## src/design/fpe_defines.svh

```systemverilog
// Purpose: Named offsets, fields and values of the flash page erase control block
// Assumes: Included by the package file and the testbench
// Notes: Word addresses of the registers on the Avalon-MM slave
`ifndef FPE_DEFINES_SVH
`define FPE_DEFINES_SVH
`define FPE_OFS_CTRL 2'h0
`define FPE_OFS_PROT 2'h1
`define FPE_OFS_STAT 2'h2
`define FPE_BIT_HIGH_VOLTAGE_ENABLE 3
`define FPE_BIT_MASS 2
`define FPE_BIT_ERASE 1
`define FPE_BIT_PGM 0
`define FPE_PROT_RESET 8'hff
`define FPE_PROT_NONE 8'hff
`define FPE_USER_LO 16'hc000
`define FPE_USER_HI 16'hefff
`define FPE_VEC_LO 16'hffd0
`define FPE_PAGE_BITS 7
`define FPE_ROW_BITS 6
`define FPE_ERASED_BYTE 8'hff
`define FPE_PROT_TOP 2'h3
`endif

```

## src/design/fpe_pkg.sv

```systemverilog
// Purpose: Types shared by the flash page erase control block
// Assumes: fpe_defines.svh holds all numeric constants except the fpe_seq_e state encodings
// Notes: Module state apart from the reset synchronizer is one packed struct
`include "fpe_defines.svh"
package fpe_pkg;
   typedef enum logic [1:0]
   {
      FPE_IDLE = 2'h0,
      FPE_SELECTED = 2'h1,
      FPE_LATCHED = 2'h3,
      FPE_HIGHV = 2'h2
   } fpe_seq_e;

   typedef struct packed
   {
      logic [15:0] addr;
      logic write;
      logic [7:0] wdata;
   } fpe_arr_s;

   typedef struct packed
   {
      logic pumpOn;
      logic eraseMass;
      logic erasePage;
      logic [15:0] pageBase;
      logic progStrobe;
      logic [15:0] progAddr;
      logic [7:0] progData;
   } fpe_macro_s;

   typedef struct packed
   {
      logic high_voltage_enable;
      logic mass;
      logic erase;
      logic program_select;
      logic [7:0] protect;
      fpe_seq_e seq;
      logic latched;
      logic [15:0] latchAddr;
      logic waitReq;
      logic [31:0] rdata;
      fpe_macro_s macro;
   } fpe_state_s;
endpackage

```

## src/design/fpe_flash_page_erase_control.sv

```systemverilog
// Purpose: Control register, interlocks and erase/program sequencing of an embedded flash
// Assumes: Array write port and Avalon-MM slave both run on clk
// Notes: Software keeps the sequence timing; the block keeps the interlocks
`timescale 1ns/1ps
`default_nettype none
module fpe_flash_page_erase_control
   import fpe_pkg::*;
#(
   parameter logic [7:0] PROT_RESET = `FPE_PROT_RESET
)
(
   input wire logic clk,
   input wire logic rst_n,
   input wire logic [1:0] avsAddress,
   input wire logic avsRead,
   input wire logic avsWrite,
   input wire logic [31:0] avsWritedata,
   input wire logic [3:0] avsByteenable,
   output logic [31:0] avsReaddata,
   output logic avsWaitrequest,
   input wire fpe_arr_s arrBus,
   output fpe_macro_s macro
);

   // ------------------------------------------------------------
   // Reset release
   // ------------------------------------------------------------
   logic rstMeta_n;
   logic rstSync_n;

   always_ff @(posedge clk or negedge rst_n)
   begin
      if (!rst_n)
      begin
         rstMeta_n <= 1'b0;
         rstSync_n <= 1'b0;
      end
      else
      begin
         rstMeta_n <= 1'b1;
         rstSync_n <= rstMeta_n;
      end
   end

   // ------------------------------------------------------------
   // Address helpers
   // ------------------------------------------------------------
   function automatic logic inVec(input logic [15:0] a);
      return a >= `FPE_VEC_LO;
   endfunction

   function automatic logic inArray(input logic [15:0] a);
      // 3000h user bytes plus 30h vector bytes
      return (a >= `FPE_USER_LO && a <= `FPE_USER_HI) || inVec(a);
   endfunction

   function automatic logic isProtected(input logic [7:0] p, input logic [15:0] a);
      logic [15:0] start;
      start = {`FPE_PROT_TOP, p[7:1], {`FPE_PAGE_BITS{1'b0}}};
      // Protection runs from the start address to the top of the map
      return (p != `FPE_PROT_NONE) && (a >= start);
   endfunction

   function automatic logic [15:0] pageOf(input logic [15:0] a);
      return {a[15:`FPE_PAGE_BITS], {`FPE_PAGE_BITS{1'b0}}};
   endfunction

   // ------------------------------------------------------------
   // State
   // ------------------------------------------------------------
   fpe_state_s s;
   fpe_state_s next_s;
   logic busAck;
   logic ctrlWrite;
   logic hvAllowed;
   logic latchNow;
   logic sameRow;
   logic [7:0] wd;

   assign avsReaddata = s.rdata;
   assign avsWaitrequest = s.waitReq;
   assign macro = s.macro;

   always_comb
   begin
      next_s = s;
      wd = avsWritedata[7:0];
      // Request completes on the edge where waitrequest is seen low
      busAck = (avsRead || avsWrite) && !s.waitReq;
      ctrlWrite = avsWrite && busAck && avsByteenable[0]
                  && avsAddress == `FPE_OFS_CTRL;

      // Waitrequest drops for one cycle per request
      next_s.waitReq = !((avsRead || avsWrite) && s.waitReq);
      if ((avsRead || avsWrite) && s.waitReq)
      begin
         unique case (avsAddress)
            `FPE_OFS_CTRL:
               next_s.rdata = {28'h0, s.high_voltage_enable, s.mass, s.erase, s.program_select};
            `FPE_OFS_PROT:
               next_s.rdata = {24'h0, s.protect};
            `FPE_OFS_STAT:
               next_s.rdata = {13'h0, s.latchAddr, s.latched, s.seq};
            default:
               next_s.rdata = 32'h0;
         endcase
      end

      if (avsWrite && busAck && avsByteenable[0] && avsAddress == `FPE_OFS_PROT)
      begin
         next_s.protect = wd;
      end

      // Mass erase touches the whole map, so any protection refuses it
      // The mass bit lands with the same write, so judge the written value
      hvAllowed = (s.erase || s.program_select) && s.seq == FPE_LATCHED
                  && !isProtected(s.protect, s.latchAddr)
                  && !(s.erase && wd[`FPE_BIT_MASS] && s.protect != `FPE_PROT_NONE)
                  && !(s.erase && !wd[`FPE_BIT_MASS] && inVec(s.latchAddr));

      if (ctrlWrite)
      begin
         next_s.mass = wd[`FPE_BIT_MASS];
         // A write asking for both selects leaves them as they were
         if (!(wd[`FPE_BIT_ERASE] && wd[`FPE_BIT_PGM]))
         begin
            next_s.erase = wd[`FPE_BIT_ERASE] && !(s.program_select && wd[`FPE_BIT_PGM]);
            next_s.program_select = wd[`FPE_BIT_PGM] && !(s.erase && wd[`FPE_BIT_ERASE]);
         end
         if (!wd[`FPE_BIT_HIGH_VOLTAGE_ENABLE])
         begin
            next_s.high_voltage_enable = 1'b0;
         end
         else if (!s.high_voltage_enable && hvAllowed)
         begin
            next_s.high_voltage_enable = 1'b1;
         end
      end

      // First array write after a select fixes the target page or row
      latchNow = (s.erase || s.program_select) && !s.latched && arrBus.write && inArray(arrBus.addr);
      if (latchNow)
      begin
         next_s.latched = 1'b1;
         next_s.latchAddr = arrBus.addr;
      end

      // Bytes left at the erased value need no programming pulse
      sameRow = arrBus.addr[15:`FPE_ROW_BITS] == s.latchAddr[15:`FPE_ROW_BITS];
      next_s.macro.progStrobe = s.program_select && s.high_voltage_enable && s.latched && arrBus.write
                                && sameRow && arrBus.wdata != `FPE_ERASED_BYTE;
      if (next_s.macro.progStrobe)
      begin
         next_s.macro.progAddr = arrBus.addr;
         next_s.macro.progData = arrBus.wdata;
      end

      // Latch is forgotten once both selects are clear and the pump is off
      if (!next_s.erase && !next_s.program_select && !next_s.high_voltage_enable)
      begin
         next_s.latched = 1'b0;
      end

      if (!next_s.erase && !next_s.program_select && !next_s.high_voltage_enable)
      begin
         next_s.seq = FPE_IDLE;
      end
      else if (next_s.high_voltage_enable)
      begin
         next_s.seq = FPE_HIGHV;
      end
      else if (next_s.latched)
      begin
         next_s.seq = FPE_LATCHED;
      end
      else
      begin
         next_s.seq = FPE_SELECTED;
      end

      next_s.macro.pumpOn = next_s.high_voltage_enable;
      next_s.macro.eraseMass = next_s.high_voltage_enable && next_s.erase && next_s.mass;
      next_s.macro.erasePage = next_s.high_voltage_enable && next_s.erase && !next_s.mass
                               && !inVec(next_s.latchAddr);
      next_s.macro.pageBase = pageOf(next_s.latchAddr);
   end

   always_ff @(posedge clk or negedge rstSync_n)
   begin
      if (!rstSync_n)
      begin
         s <= '0;
         s.protect <= PROT_RESET;
         s.waitReq <= 1'b1;
      end
      else
      begin
         s <= next_s;
      end
   end
endmodule // fpe_flash_page_erase_control
`default_nettype wire

```

## config.mk

```make
export PLATFORM = sky130hd
export DESIGN_NAME = fpe_flash_page_erase_control
export DESIGN_NICKNAME = d
export VERILOG_FILES = /design/src/design/fpe_pkg.sv /design/src/design/fpe_flash_page_erase_control.sv
export VERILOG_INCLUDE_DIRS = /design/src /design/src/design
export SDC_FILE = /design/constraint.sdc
export NUM_CORES = 1
export LEC_CHECK = 0
export ABC_AREA = 1
export ABC_CLOCK_PERIOD_IN_PS = 7700
export BUFFER_PORTS_ARGS = -buffer_cell sky130_fd_sc_hd__clkbuf_2
export CAP_MARGIN = 20
export CORE_MARGIN = 2
export CORE_UTILIZATION = 55
export DETAILED_ROUTE_END_ITERATION = 12
export PLACE_DENSITY = 0.83
export SETUP_SLACK_MARGIN = 0.4
export SLEW_MARGIN = 20
export SYNTH_ARGS = -nofsm -noshare
export SYNTH_HDL_FRONTEND = slang
export SYNTH_SLANG_ARGS = --single-unit
export TNS_END_PERCENT = 50
```

## constraint.sdc

```tcl
create_clock -name clk -period 7.7 [get_ports clk]
set_clock_uncertainty 0.2 [all_clocks]
set_input_delay 1.54 -clock clk [delete_from_list [all_inputs] [get_ports clk]]
set_output_delay 1.54 -clock clk [all_outputs]
set_load 0.02 [all_outputs]
```

* Word-level counts from Yosys, hierarchy flattened
Index checks and enable logic that the tools add are counted.
Storage, ports and cells: bits in registers 102, output and inout bits 77, bits of input ports 67, word-level logic and storage cells 95
Operators by class: order comparisons 6, muxes and demuxes 10, equal/unequal tests 6, reduce and logical (&&, ||, !) cells 55
Operators with widths (number):
- greater-or-equal comparator 16 bit, second input constant | 4
- one-hot mux 19 bit (3 select lines) | 1
- logical AND 1 bit | 36
- 2-to-1 mux 17 bit | 1
- greater-or-equal comparator 16 bit | 1
- <= comparator 16 bit, second input constant | 1
- != test 8 bit, second input constant | 2
- logical NOT 1 bit | 15
- == test 10 bit | 1
- 2-to-1 mux 2 bit | 4
- == test 2 bit, second input constant | 2
- 2-to-1 mux 4 bit | 1
- logical OR 1 bit | 3
- 2-to-1 mux 1 bit | 3
- == test 2 x 1 -> 1 bit, second input constant | 1
- logical NOT 2 bit | 1

* Depth between registers and ports, before layout
Gate-level depths: netlist of run 1.
word-level depth 17, gate-level depth with buffers 16

* Worst setup path before layout of run 1
Ideal clock, no wire load.
path type input to register, start input port arrBus[17] (netlist name), end register s, in the netlist macro[14], stages 8, path buffers 1, arrival 2497 ps, setup slack 4881 ps, data required time 7378 ps, cell sequence xor2_1 -> a221oi_1 -> nand2_1 -> a21oi_2 -> nand2_2 -> buf_2 -> nand2_1 -> o21ai_1
On the way: cells in the longest elaborated chain, start to end 3
Ends and longest elaborated chain:
- from (decl) | line fpe_flash_page_erase_control.sv:21 | input wire fpe_arr_s arrBus,
- == test 10 bit | line fpe_flash_page_erase_control.sv:149 | sameRow = arrBus.addr[15:`FPE_ROW_BITS] == s.latchAddr[15:`FPE_ROW_BITS];
- logical AND 1 bit | line fpe_flash_page_erase_control.sv:151 | && sameRow && arrBus.wdata != `FPE_ERASED_BYTE;
- logical AND 1 bit (no line)
- to (signal assigned) | line fpe_flash_page_erase_control.sv:198 | s <= next_s;
- to (decl) | line fpe_flash_page_erase_control.sv:71 | fpe_state_s s;
No other way between the ends. A chain may end at the register's enable or synchronous reset.

==> results.py, run 1 <==
metrics = {
    "flow_run": {
        "max_cap_viol_count": 0,
    },
    "placed_design": {
        "placed_cell_area_sq_mm": 0.00430,
        "dp_hpwl_mm": 6.70,
        "placement.io_buffers": 96,
        "dp_worst_setup_slack_ns": 4.20,
        "place_congestion": 0.866,
    },
    "cts": {
        "number_of_sinks_driven_by_the_clock_tree": 80,
        "ctsLongestPathBuffers": 2,
        "clk-insertion-delay-late_ns": 0.35,
        "cts_tree": "built",
        "post_cts.repair.setup_buffers": 0,
        "cts_made_buffers": 9,
        "cts_htree_levels": 3,
        "clkTransAtPathRegs_ns": 0.07,
        "post_cts_hold_buffer_count": 0,
        "root_buffer": "clkbuf_8",
        "ctsResizeCount": 0,
    },
    "global_routing": {
        "number_of_antenna_violations_at_the_first_check_in_global_routing": 0,
        "first_pass_grt_wire_length_mm": 14.5,
        "grt_usage": 0.220,
        "grt_max_degree": 79,
        "vias_in_the_first_global_route": 3075,
        "overflow_after_grt": 0,
    },
    "floorplanning": {
        "die_width_um": 91.9,
        "num_rows": 32,
        "design.portCount": 144,
        "initial_core_util": 0.558,
        "dieHeight_um": 91.9,
        "core_area_sq_mm": 0.00761,
        "fp.dieArea_sq_mm": 0.00844,
    },
    "finish": {
        "mostFrequentLayoutCell": "nand2_1",
        "areaGrowthSynthToFinish_pct": 5.07,
        "fin_area_sq_mm": 0.00446,
        "fin_nets": 617,
        "layout-drive-gt1-share": 0.250,
        "diodes": 0,
        "mostFrequentLayoutCells": "nand2_1 (119), clkbuf_2 (96), dfrtp_1 (70)",
    },
    "route": {
        "met2_length_mm": 4.30,
        "avgViaCountPerCell": 4.99,
        "dr.max_layer_used": "met4",
        "final_antenna_net_count": 0,
        "wl_per_cell_um": 13.6,
        "firstDrtPassIters": 4,
        "routed-wl-met3_um": 524,
        "detail_route.wirelength.met1_mm": 3.74,
        "initialDrtViolationCount": 279,
        "postRouteWirelength_mm": 8.85,
        "remaining_drc_errors": 0,
        "vias": 3244,
    },
    "power": {
        "net-switching-power_uw": 511,
        "cell_internal_pwr_uw": 774,
        "p_leak_nw": 2.45,
        "seq_power_share": 0.482,
        "share_comb_of_total_power": 0.312,
        "max-vdd-ir-drop_mv": 0.119,
        "switching_share": 0.398,
        "power_density_over_cell_area_mw_per_mm2": 288,
        "clkPwrFrac": 0.207,
    },
    "worst_setup_path": {
        "rr_worst_depth": 9,
        "worst_r2r_startpoint": "s[88]",
        "path_buf_inv": 3,
        "critical-path-max-stage-delay_ns": 0.49,
        "timing.critical_path.from_type": "input pin",
        "cp_data_required_time_ns": 7.78,
        "timing.critical_path.fanout_max": 45,
        "crit_path_end_kind": "flop",
        "cells_along_the_critical_path": "clkbuf_2, inv_1, o22ai_1, nor2_1, nand2_1, nor4_2, nand2_2, inv_1, nand2_1, nand2_1",
        "worst_path_dominant_cell_family": "simple AND/OR/NAND/NOR gates",
        "reg2reg_to": "macro[22]",
        "critPathMostFrequentCell": "nand2_1",
        "slowest_stage": "nand2_2",
        "ff2ff_setup_slack_ns": 5.33,
        "worstPathArrival_ns": 3.24,
        "critPathKind": "input pin to flop",
    },
    "sta": {
        "final_clock_period_utilization_by_the_worst_path": 0.410,
        "finalMaxSlewViolations": 0,
        "max_clock_freq_ghz": 0.317,
        "grt_setup_unrepaired": "false",
        "worst_slew_pin_slew_ns": 0.996,
        "setup_viol_count_final": 0,
        "finalCriticalPeriod_ns": 3.16,
        "timing.max_slew.rel_slack": 0.336,
        "setup_slack_ns": 4.54,
        "hold_slack_ns": 0.156,
        "setup_tns_ns": 0,
        "final_hold_violating_endpoints": 0,
    },
    "logic_synthesis": {
        "synth_seq_cells": 80,
        "syn_area_sq_mm": 0.00425,
        "yosys_warnings": 0,
        "register_area_share_after_synthesis": 0.474,
        "netlist_instances": 503,
        "per_instance_average_area_after_synthesis_sq_um": 8.44,
        "synth.lib_cells_used.distinct": 34,
    },
    "min_path": {
        "holdPathStages": 0,
        "worst_hold_path_type": "flop to flop",
        "startpoint_of_the_lowest_slack_hold_path": "rstMeta_n",
        "hold_end": "rstSync_n",
    },
    "run_status": {
        "run_status": "completed",
    },
}
-- cells in the mapped netlist --
library cell	count	area, sq um
or2_2	2	12.5
buf_6	5	56.3
o21ai_0	20	100
a21oi_1	21	105
inv_1	61	229
o21ai_2	3	26.3
dfstp_2	9	236
nor2_4	1	11.3
a21boi_1	1	7.51
buf_4	76	571
a31oi_1	1	6.26
o31ai_1	6	45.0
a221oi_1	4	35.0
dfrtp_1	71	1780
conb_1	2	7.51
nor4_2	1	12.5
nand3b_1	2	15.0
nor4_1	3	18.8
xor2_1	3	26.3
nor2_2	2	12.5
buf_2	1	5.00
o21ai_1	24	120
nand2_4	1	11.3
o21a_1	1	7.51
o22ai_1	5	31.3
nor2_1	30	113
ha_1	7	87.6
a21oi_2	2	17.5
nand4_1	5	31.3
clkbuf_1	5	18.8
nand2_1	119	447
nor3_1	3	15.0
nand2_2	2	12.5
nand3_1	4	20.0
-- worst max-delay path by stage --
stage,startpoint,endpoint,slack [ns],cells past startpoint
floorplan,arrBus[17],macro[14],4.88,8
global placement,arrBus[17],macro[16],4.26,9
detailed placement,arrBus[15],macro[22],4.20,10
CTS,arrBus[15],macro[22],4.56,10
global route,arrBus[17],macro[16],4.29,9
finish,arrBus[15],macro[22],4.54,10
-- stage by stage --
| step | utilization | total power, mW | cells |
|---|---|---|---|
| global route | 0.587 | 1.37 | 650 |
| CTS | 0.587 | 1.29 | 650 |
| global placement | 0.563 | 1.01 | 633 |
| floorplan | - | 0.950 | 522 |
| finish | 0.587 | 1.29 | 650 |
| detailed placement | 0.565 | 1.03 | 634 |
-- registers in the layout, summed over array words and instances (netlist names) --
| signal | count |
|---|---|
| macro | 29 |
| s | 29 |
| avsReaddata | 19 |
| avsWaitrequest | 1 |
| rstMeta_n | 1 |
| rstSync_n | 1 |
-- power by group through the flow --
stage	registers [mW]	clock network [mW]	logic [mW]
floorplan	0.586	0	0.364
global placement	0.623	0	0.383
global route	0.631	0.290	0.450
finish	0.619	0.266	0.401
detailed placement	0.626	0	0.399
CTS	0.618	0.269	0.401
-- cells by family (layout without fill, tap and decap cells) --
family	Yosys count	in the layout	share of synthesized area
xor gates and xnor gates	3	3	0.00619
and+or+nand+nor	175	175	0.172
DFF	80	80	0.474
other	2	21	0.00177
buffers and inverters	148	174	0.207
AOI/OAI and AO/OA	88	88	0.118
adders and majority gates	7	7	0.0206
-- routing by layer --
layer | vias up | global-route usage
met5 | - | 0
met1 | 1524 | 0.284
met4 | 0 | 0.109
li1 | 1580 | -
met3 | 22 | 0.0411
met2 | 118 | 0.356
-- final cells by class --
type,count,area (sq um)
Clock buffer,10,128
Clock inverter,6,36.3
Fill cell,699,3140
Inverter,61,229
Multi-Input combinational cell,294,1430
Sequential cell,80,2020
Tap cell,102,128
Timing Repair Buffer,97,495
Note: power is estimated with default switching activity, not from simulation.
==> run 2, diff against run 1 <==
- ABC_CLOCK_PERIOD_IN_PS: 7700 -> 3000
- CORE_UTILIZATION: 55 -> 51
- PLACE_DENSITY: 0.83 -> 0.78
- clock period: 7.7 -> 3 ns (I/O delays scaled with it)
==> results.py, run 2 (synthesized netlist as in run 1, its figures left out) <==
metrics = {
    "cts": {
        "ctsLongestPathBuffers": 2,
        "cts_made_buffers": 9,
        "post_cts_hold_buffer_count": 1,
        "ctsResizeCount": 0,
        "post_cts.repair.setup_buffers": 0,
        "clk-insertion-delay-late_ns": 0.36,
        "clkTransAtPathRegs_ns": 0.08,
        "cts_htree_levels": 3,
        "root_buffer": "clkbuf_8",
        "cts_tree": "built",
        "number_of_sinks_driven_by_the_clock_tree": 80,
    },
    "worst_setup_path": {
        "timing.critical_path.fanout_max": 28,
        "rr_worst_depth": 9,
        "timing.critical_path.from_type": "flop",
        "slowest_stage": "dfrtp_1",
        "endpoint": "macro[17]",
        "worst_path_dominant_cell_family": "simple AND/OR/NAND/NOR gates",
        "ff2ff_setup_slack_ns": 0.75,
        "crit_cells": 9,
        "crit_start": "s[88]",
        "worst_r2r_startpoint": "s[88]",
        "critPathMostFrequentCell": "nand2_1",
        "reg2reg_to": "macro[17]",
        "cells_along_the_critical_path": "inv_1, o22ai_1, nor2_1, nand2_1, nor4_2, nand2_2, buf_4, nand2_1, o21ai_1",
        "worstPathArrival_ns": 2.29,
        "cp_data_required_time_ns": 3.03,
        "path_buf_inv": 2,
        "crit_path_end_kind": "flop",
        "critical-path-max-stage-delay_ns": 0.47,
        "critPathKind": "flop to flop",
    },
    "global_routing": {
        "overflow_after_grt": 0,
        "grt_usage": 0.222,
        "number_of_antenna_violations_at_the_first_check_in_global_routing": 0,
        "vias_in_the_first_global_route": 3127,
        "grt_max_degree": 79,
        "first_pass_grt_wire_length_mm": 15.3,
    },
    "placed_design": {
        "place_congestion": 0.884,
        "placement.io_buffers": 96,
        "dp_hpwl_mm": 7.07,
    },
    "finish": {
        "fin_nets": 620,
        "layout-drive-gt1-share": 0.250,
        "areaGrowthSynthToFinish_pct": 7.39,
        "diodes": 0,
        "mostFrequentLayoutCells": "nand2_1 (119), clkbuf_2 (96), dfrtp_1 (70)",
        "mostFrequentLayoutCell": "nand2_1",
    },
    "power": {
        "power_density_over_cell_area_mw_per_mm2": 773,
        "max-vdd-ir-drop_mv": 0.280,
        "p_leak_nw": 2.49,
    },
    "route": {
        "vias": 3273,
        "firstDrtPassIters": 5,
        "initialDrtViolationCount": 167,
        "postRouteWirelength_mm": 9.47,
        "avgViaCountPerCell": 4.99,
        "final_antenna_net_count": 0,
        "remaining_drc_errors": 0,
        "wl_per_cell_um": 14.4,
    },
    "sta": {
        "final_hold_violating_endpoints": 0,
        "finalCriticalPeriod_ns": 2.25,
        "hold_slack_ns": 0.0664,
        "setup_tns_ns": 0,
        "finalMaxSlewViolations": 0,
        "grt_setup_unrepaired": "false",
        "final_clock_period_utilization_by_the_worst_path": 0.751,
        "max_clock_freq_ghz": 0.444,
        "setup_viol_count_final": 0,
    },
    "flow_run": {
        "max_cap_viol_count": 0,
    },
    "floorplanning": {
        "die_width_um": 95.3,
        "dieHeight_um": 95.3,
        "design.portCount": 144,
        "num_rows": 33,
        "fp.dieArea_sq_mm": 0.00908,
        "core_area_sq_mm": 0.00813,
        "initial_core_util": 0.522,
    },
    "run_status": {
        "run_status": "completed",
    },
    "min_path": {
        "worst_hold_path_type": "flop to asynchronous set/reset pin",
    },
}
[run 2: routing by layer]
metal / share of wire / routed length [um] / GRT usage / vias to the layer above
met1: 0.44 / 4140 / 0.282 / 1553
met2: 0.48 / 4590 / 0.370 / 111
met4: 0.020 / 189 / 0.0954 / 0
li1: - / - / - / 1592
met3: 0.057 / 544 / 0.0419 / 17
met5: 0 / 0 / 0 / -
[run 2: worst min-delay path by stage]
stage | startpoint | to | slack, ns | depth (start not counted)
3_3_place_gp | rstMeta_n | rstSync_n | 0.14 | 0
2_1_floorplan | rst_n | rstMeta_n | 0.10 | 0
5_1_grt | rstSync_n | s[104] | 0.1 | 0
4_1_cts | rstMeta_n | rstSync_n | 0.16 | 0
6_report | rstSync_n | s[106] | 0.07 | 0
3_5_place_dp | rstMeta_n | rstSync_n | 0.14 | 0
[run 2: final cells by class]
type	instances	area [sq um]
timing repair buffer	100	533
sequential	80	2020
clock buffer	12	145
multi-input combinational	294	1430
tap	105	131
inverter	61	229
clock inverter	4	76.3
fill	789	3570
[run 2: worst register-to-register path, stage by stage, from the launching register on]
cell and delay [ns]:
dfrtp_1 0.47, inv_1 0.20, o22ai_1 0.12, nor2_1 0.13, nand2_1 0.07, nor4_2 0.21
nand2_2 0.27, buf_4 0.31, nand2_1 0.09, o21ai_1 0.06
[run 2: report_power, final]
group	total, mW	internal, mW	switching (mW)	leakage [nW]
Sequential	1.58	1.33	0.256	1.01
Clock	0.890	0.495	0.394	0.107
Combinational	1.06	0.365	0.691	1.38
Total	3.53	2.19	1.34	2.49
[run 2: through the flow]
| stage | setup WS, ns | instances | util | power [mW] | area, sq um |
|---|---|---|---|---|---|
| floorplan | 0.423 | 522 | - | 2.44 | 4320 |
| global placement | 0.635 | 638 | 0.529 | 2.59 | 4300 |
| detailed placement | 0.581 | 638 | 0.529 | 2.64 | 4300 |
| CTS | 0.800 | 655 | 0.557 | 3.53 | 4530 |
| global route | 0.538 | 656 | 0.561 | 3.75 | 4560 |
| finish | 0.748 | 656 | 0.561 | 3.53 | 4560 |
==> run 3, diff against run 2 <==
- ABC_CLOCK_PERIOD_IN_PS: 3000 -> 2000
- CORE_UTILIZATION: 51 -> 46
- PLACE_DENSITY: 0.78 -> 0.74
- clock period: 3 -> 2 ns (I/O delays scaled with it)
==> results.py, run 3 (synthesized netlist as in run 1, its figures left out) <==
metrics = {
    "run_status": {
        "run_status": "completed",
    },
    "min_path": {
        "worst_hold_path_type": "flop to asynchronous set/reset pin",
    },
    "sta": {
        "setup_viol_count_final": 0,
        "final_clock_period_utilization_by_the_worst_path": 0.997,
        "finalCriticalPeriod_ns": 1.99,
        "grt_setup_unrepaired": "true",
        "final_hold_violating_endpoints": 0,
        "max_clock_freq_ghz": 0.502,
        "finalMaxSlewViolations": 0,
        "setup_tns_ns": 0,
    },
    "cts": {
        "ctsLongestPathBuffers": 2,
        "cts_htree_levels": 3,
        "clkTransAtPathRegs_ns": 0.09,
        "cts_made_buffers": 9,
        "number_of_sinks_driven_by_the_clock_tree": 80,
        "cts_tree": "built",
        "clk-insertion-delay-late_ns": 0.37,
        "root_buffer": "clkbuf_8",
    },
    "floorplanning": {
        "initial_core_util": 0.466,
        "core_area_sq_mm": 0.00911,
        "num_rows": 35,
        "design.portCount": 144,
        "fp.dieArea_sq_mm": 0.0100,
        "dieHeight_um": 100,
        "die_width_um": 100,
    },
    "placed_design": {
        "placed_cells": 679,
        "place_congestion": 0.873,
        "placement.io_buffers": 96,
        "dp_hpwl_mm": 7.63,
    },
    "finish": {
        "fin_util": 0.598,
        "mostFrequentLayoutCells": "nand2_1 (89), clkbuf_2 (84), dfrtp_1 (66)",
        "diodes": 0,
        "layout-drive-gt1-share": 0.425,
        "fin_nets": 673,
        "areaGrowthSynthToFinish_pct": 28.2,
        "final_cells": 715,
        "mostFrequentLayoutCell": "nand2_1",
    },
    "route": {
        "vias": 3453,
        "wl_per_cell_um": 14.5,
        "initialDrtViolationCount": 141,
        "final_antenna_net_count": 0,
        "postRouteWirelength_mm": 10.4,
        "firstDrtPassIters": 4,
        "avgViaCountPerCell": 4.83,
        "remaining_drc_errors": 0,
    },
    "global_routing": {
        "grt_usage": 0.217,
        "vias_in_the_first_global_route": 3482,
        "grt_max_degree": 27,
        "first_pass_grt_wire_length_mm": 16.8,
        "number_of_antenna_violations_at_the_first_check_in_global_routing": 0,
        "overflow_after_grt": 0,
    },
    "power": {
        "p_leak_nw": 2.87,
        "total_power_mw": 6.06,
        "max-vdd-ir-drop_mv": 0.486,
        "power_density_over_cell_area_mw_per_mm2": 1110,
    },
    "worst_setup_path": {
        "timing.critical_path.from_type": "flop",
        "cells_along_the_critical_path": "inv_2, ha_4, nand2_2, inv_2, nor2_2, o21a_1, nand2_1, nand2_1, nand2_1, nand2_1, nand2_1, nand2_2, nand2_4, inv_2, nor2_1",
        "cp_data_required_time_ns": 2.05,
        "crit_path_end_kind": "flop",
        "reg2reg_to": "s[94]",
        "worst_path_dominant_cell_family": "simple AND/OR/NAND/NOR gates",
        "rr_worst_depth": 15,
        "critPathMostFrequentCell": "nand2_1",
        "critPathKind": "flop to flop",
        "ff2ff_setup_slack_ns": 0.006,
        "timing.critical_path.fanout_max": 3,
        "slowest_stage": "dfstp_2",
        "critical-path-max-stage-delay_ns": 0.55,
        "path_buf_inv": 3,
        "worstPathArrival_ns": 2.04,
        "worst_r2r_startpoint": "s[101]",
    },
    "flow_run": {
        "max_cap_viol_count": 0,
    },
}
-- run 3: repair_timing --
item	CTS	global route
buffers inserted	13	4
endpoints found under the setup margin	45	52
pin swaps	11	7
resized for setup	99	38
cloned	2	0
hold endpoints to repair	2	0
hold buffers	1	0
-- run 3: worst max path at each step --
stage / start / to / slack (ns) / depth (start not counted)
2_1_floorplan: s[101] / s[94] / 0.14 / 15
3_3_place_gp: arrBus[17] / macro[41] / -0.01 / 14
3_5_place_dp: arrBus[17] / macro[41] / -0.03 / 14
4_1_cts: s[101] / s[94] / -0.02 / 15
5_1_grt: s[101] / s[93] / -0.07 / 14
6_report: s[101] / s[94] / 0.006 / 15
-- run 3: cell type report --
| class | count | area, sq um |
|---|---|---|
| clock inverters | 4 | 52.6 |
| flip-flops and latches | 80 | 2020 |
| repair buffers | 153 | 1180 |
| clock buffers | 12 | 155 |
| multi-input cells | 294 | 1660 |
| fillers | 785 | 3660 |
| well taps | 111 | 139 |
| inverters | 61 | 234 |
-- run 3: per-stage QoR --
stage / setup WS [ns] / hold slack, ns / area (sq um)
final: 0.00641 / 0.0427 / 5450
after detailed placement: -0.0343 / -0.00978 / 4610
after floorplan: 0.142 / -0.0956 / 4320
after global routing: -0.0724 / 0.0456 / 5450
after CTS: -0.0176 / 0.0406 / 5330
after global placement: -0.0138 / -0.0108 / 4610
-- run 3: routing by layer --
metal  vias to the layer above  routed length, um  track usage
met1                      1636               4440        0.272
li1                       1708                  -            -
met4                         0                146       0.0653
met5                         -                  0            0
met2                        95               5220        0.374
met3                        14                557       0.0501
-- run 3: worst reg2reg max path: cells and delay by family (launching register included) --
family	cells	cell delay (ns)
AOI/OAI and AO/OA	1	0.13
adders and majority gates	1	0.22
buffers and inverters	3	0.14
DFF	1	0.55
and+or+nand+nor	10	0.66
-- run 3: power breakdown --
group | switching (mW) | leakage (nW) | internal (mW) | total (mW)
logic | 1.35 | 1.77 | 1.15 | 2.49
clock network | 0.617 | 0.0948 | 0.645 | 1.26
registers | 0.305 | 1.01 | 2.00 | 2.30
total | 2.27 | 2.87 | 3.79 | 6.06
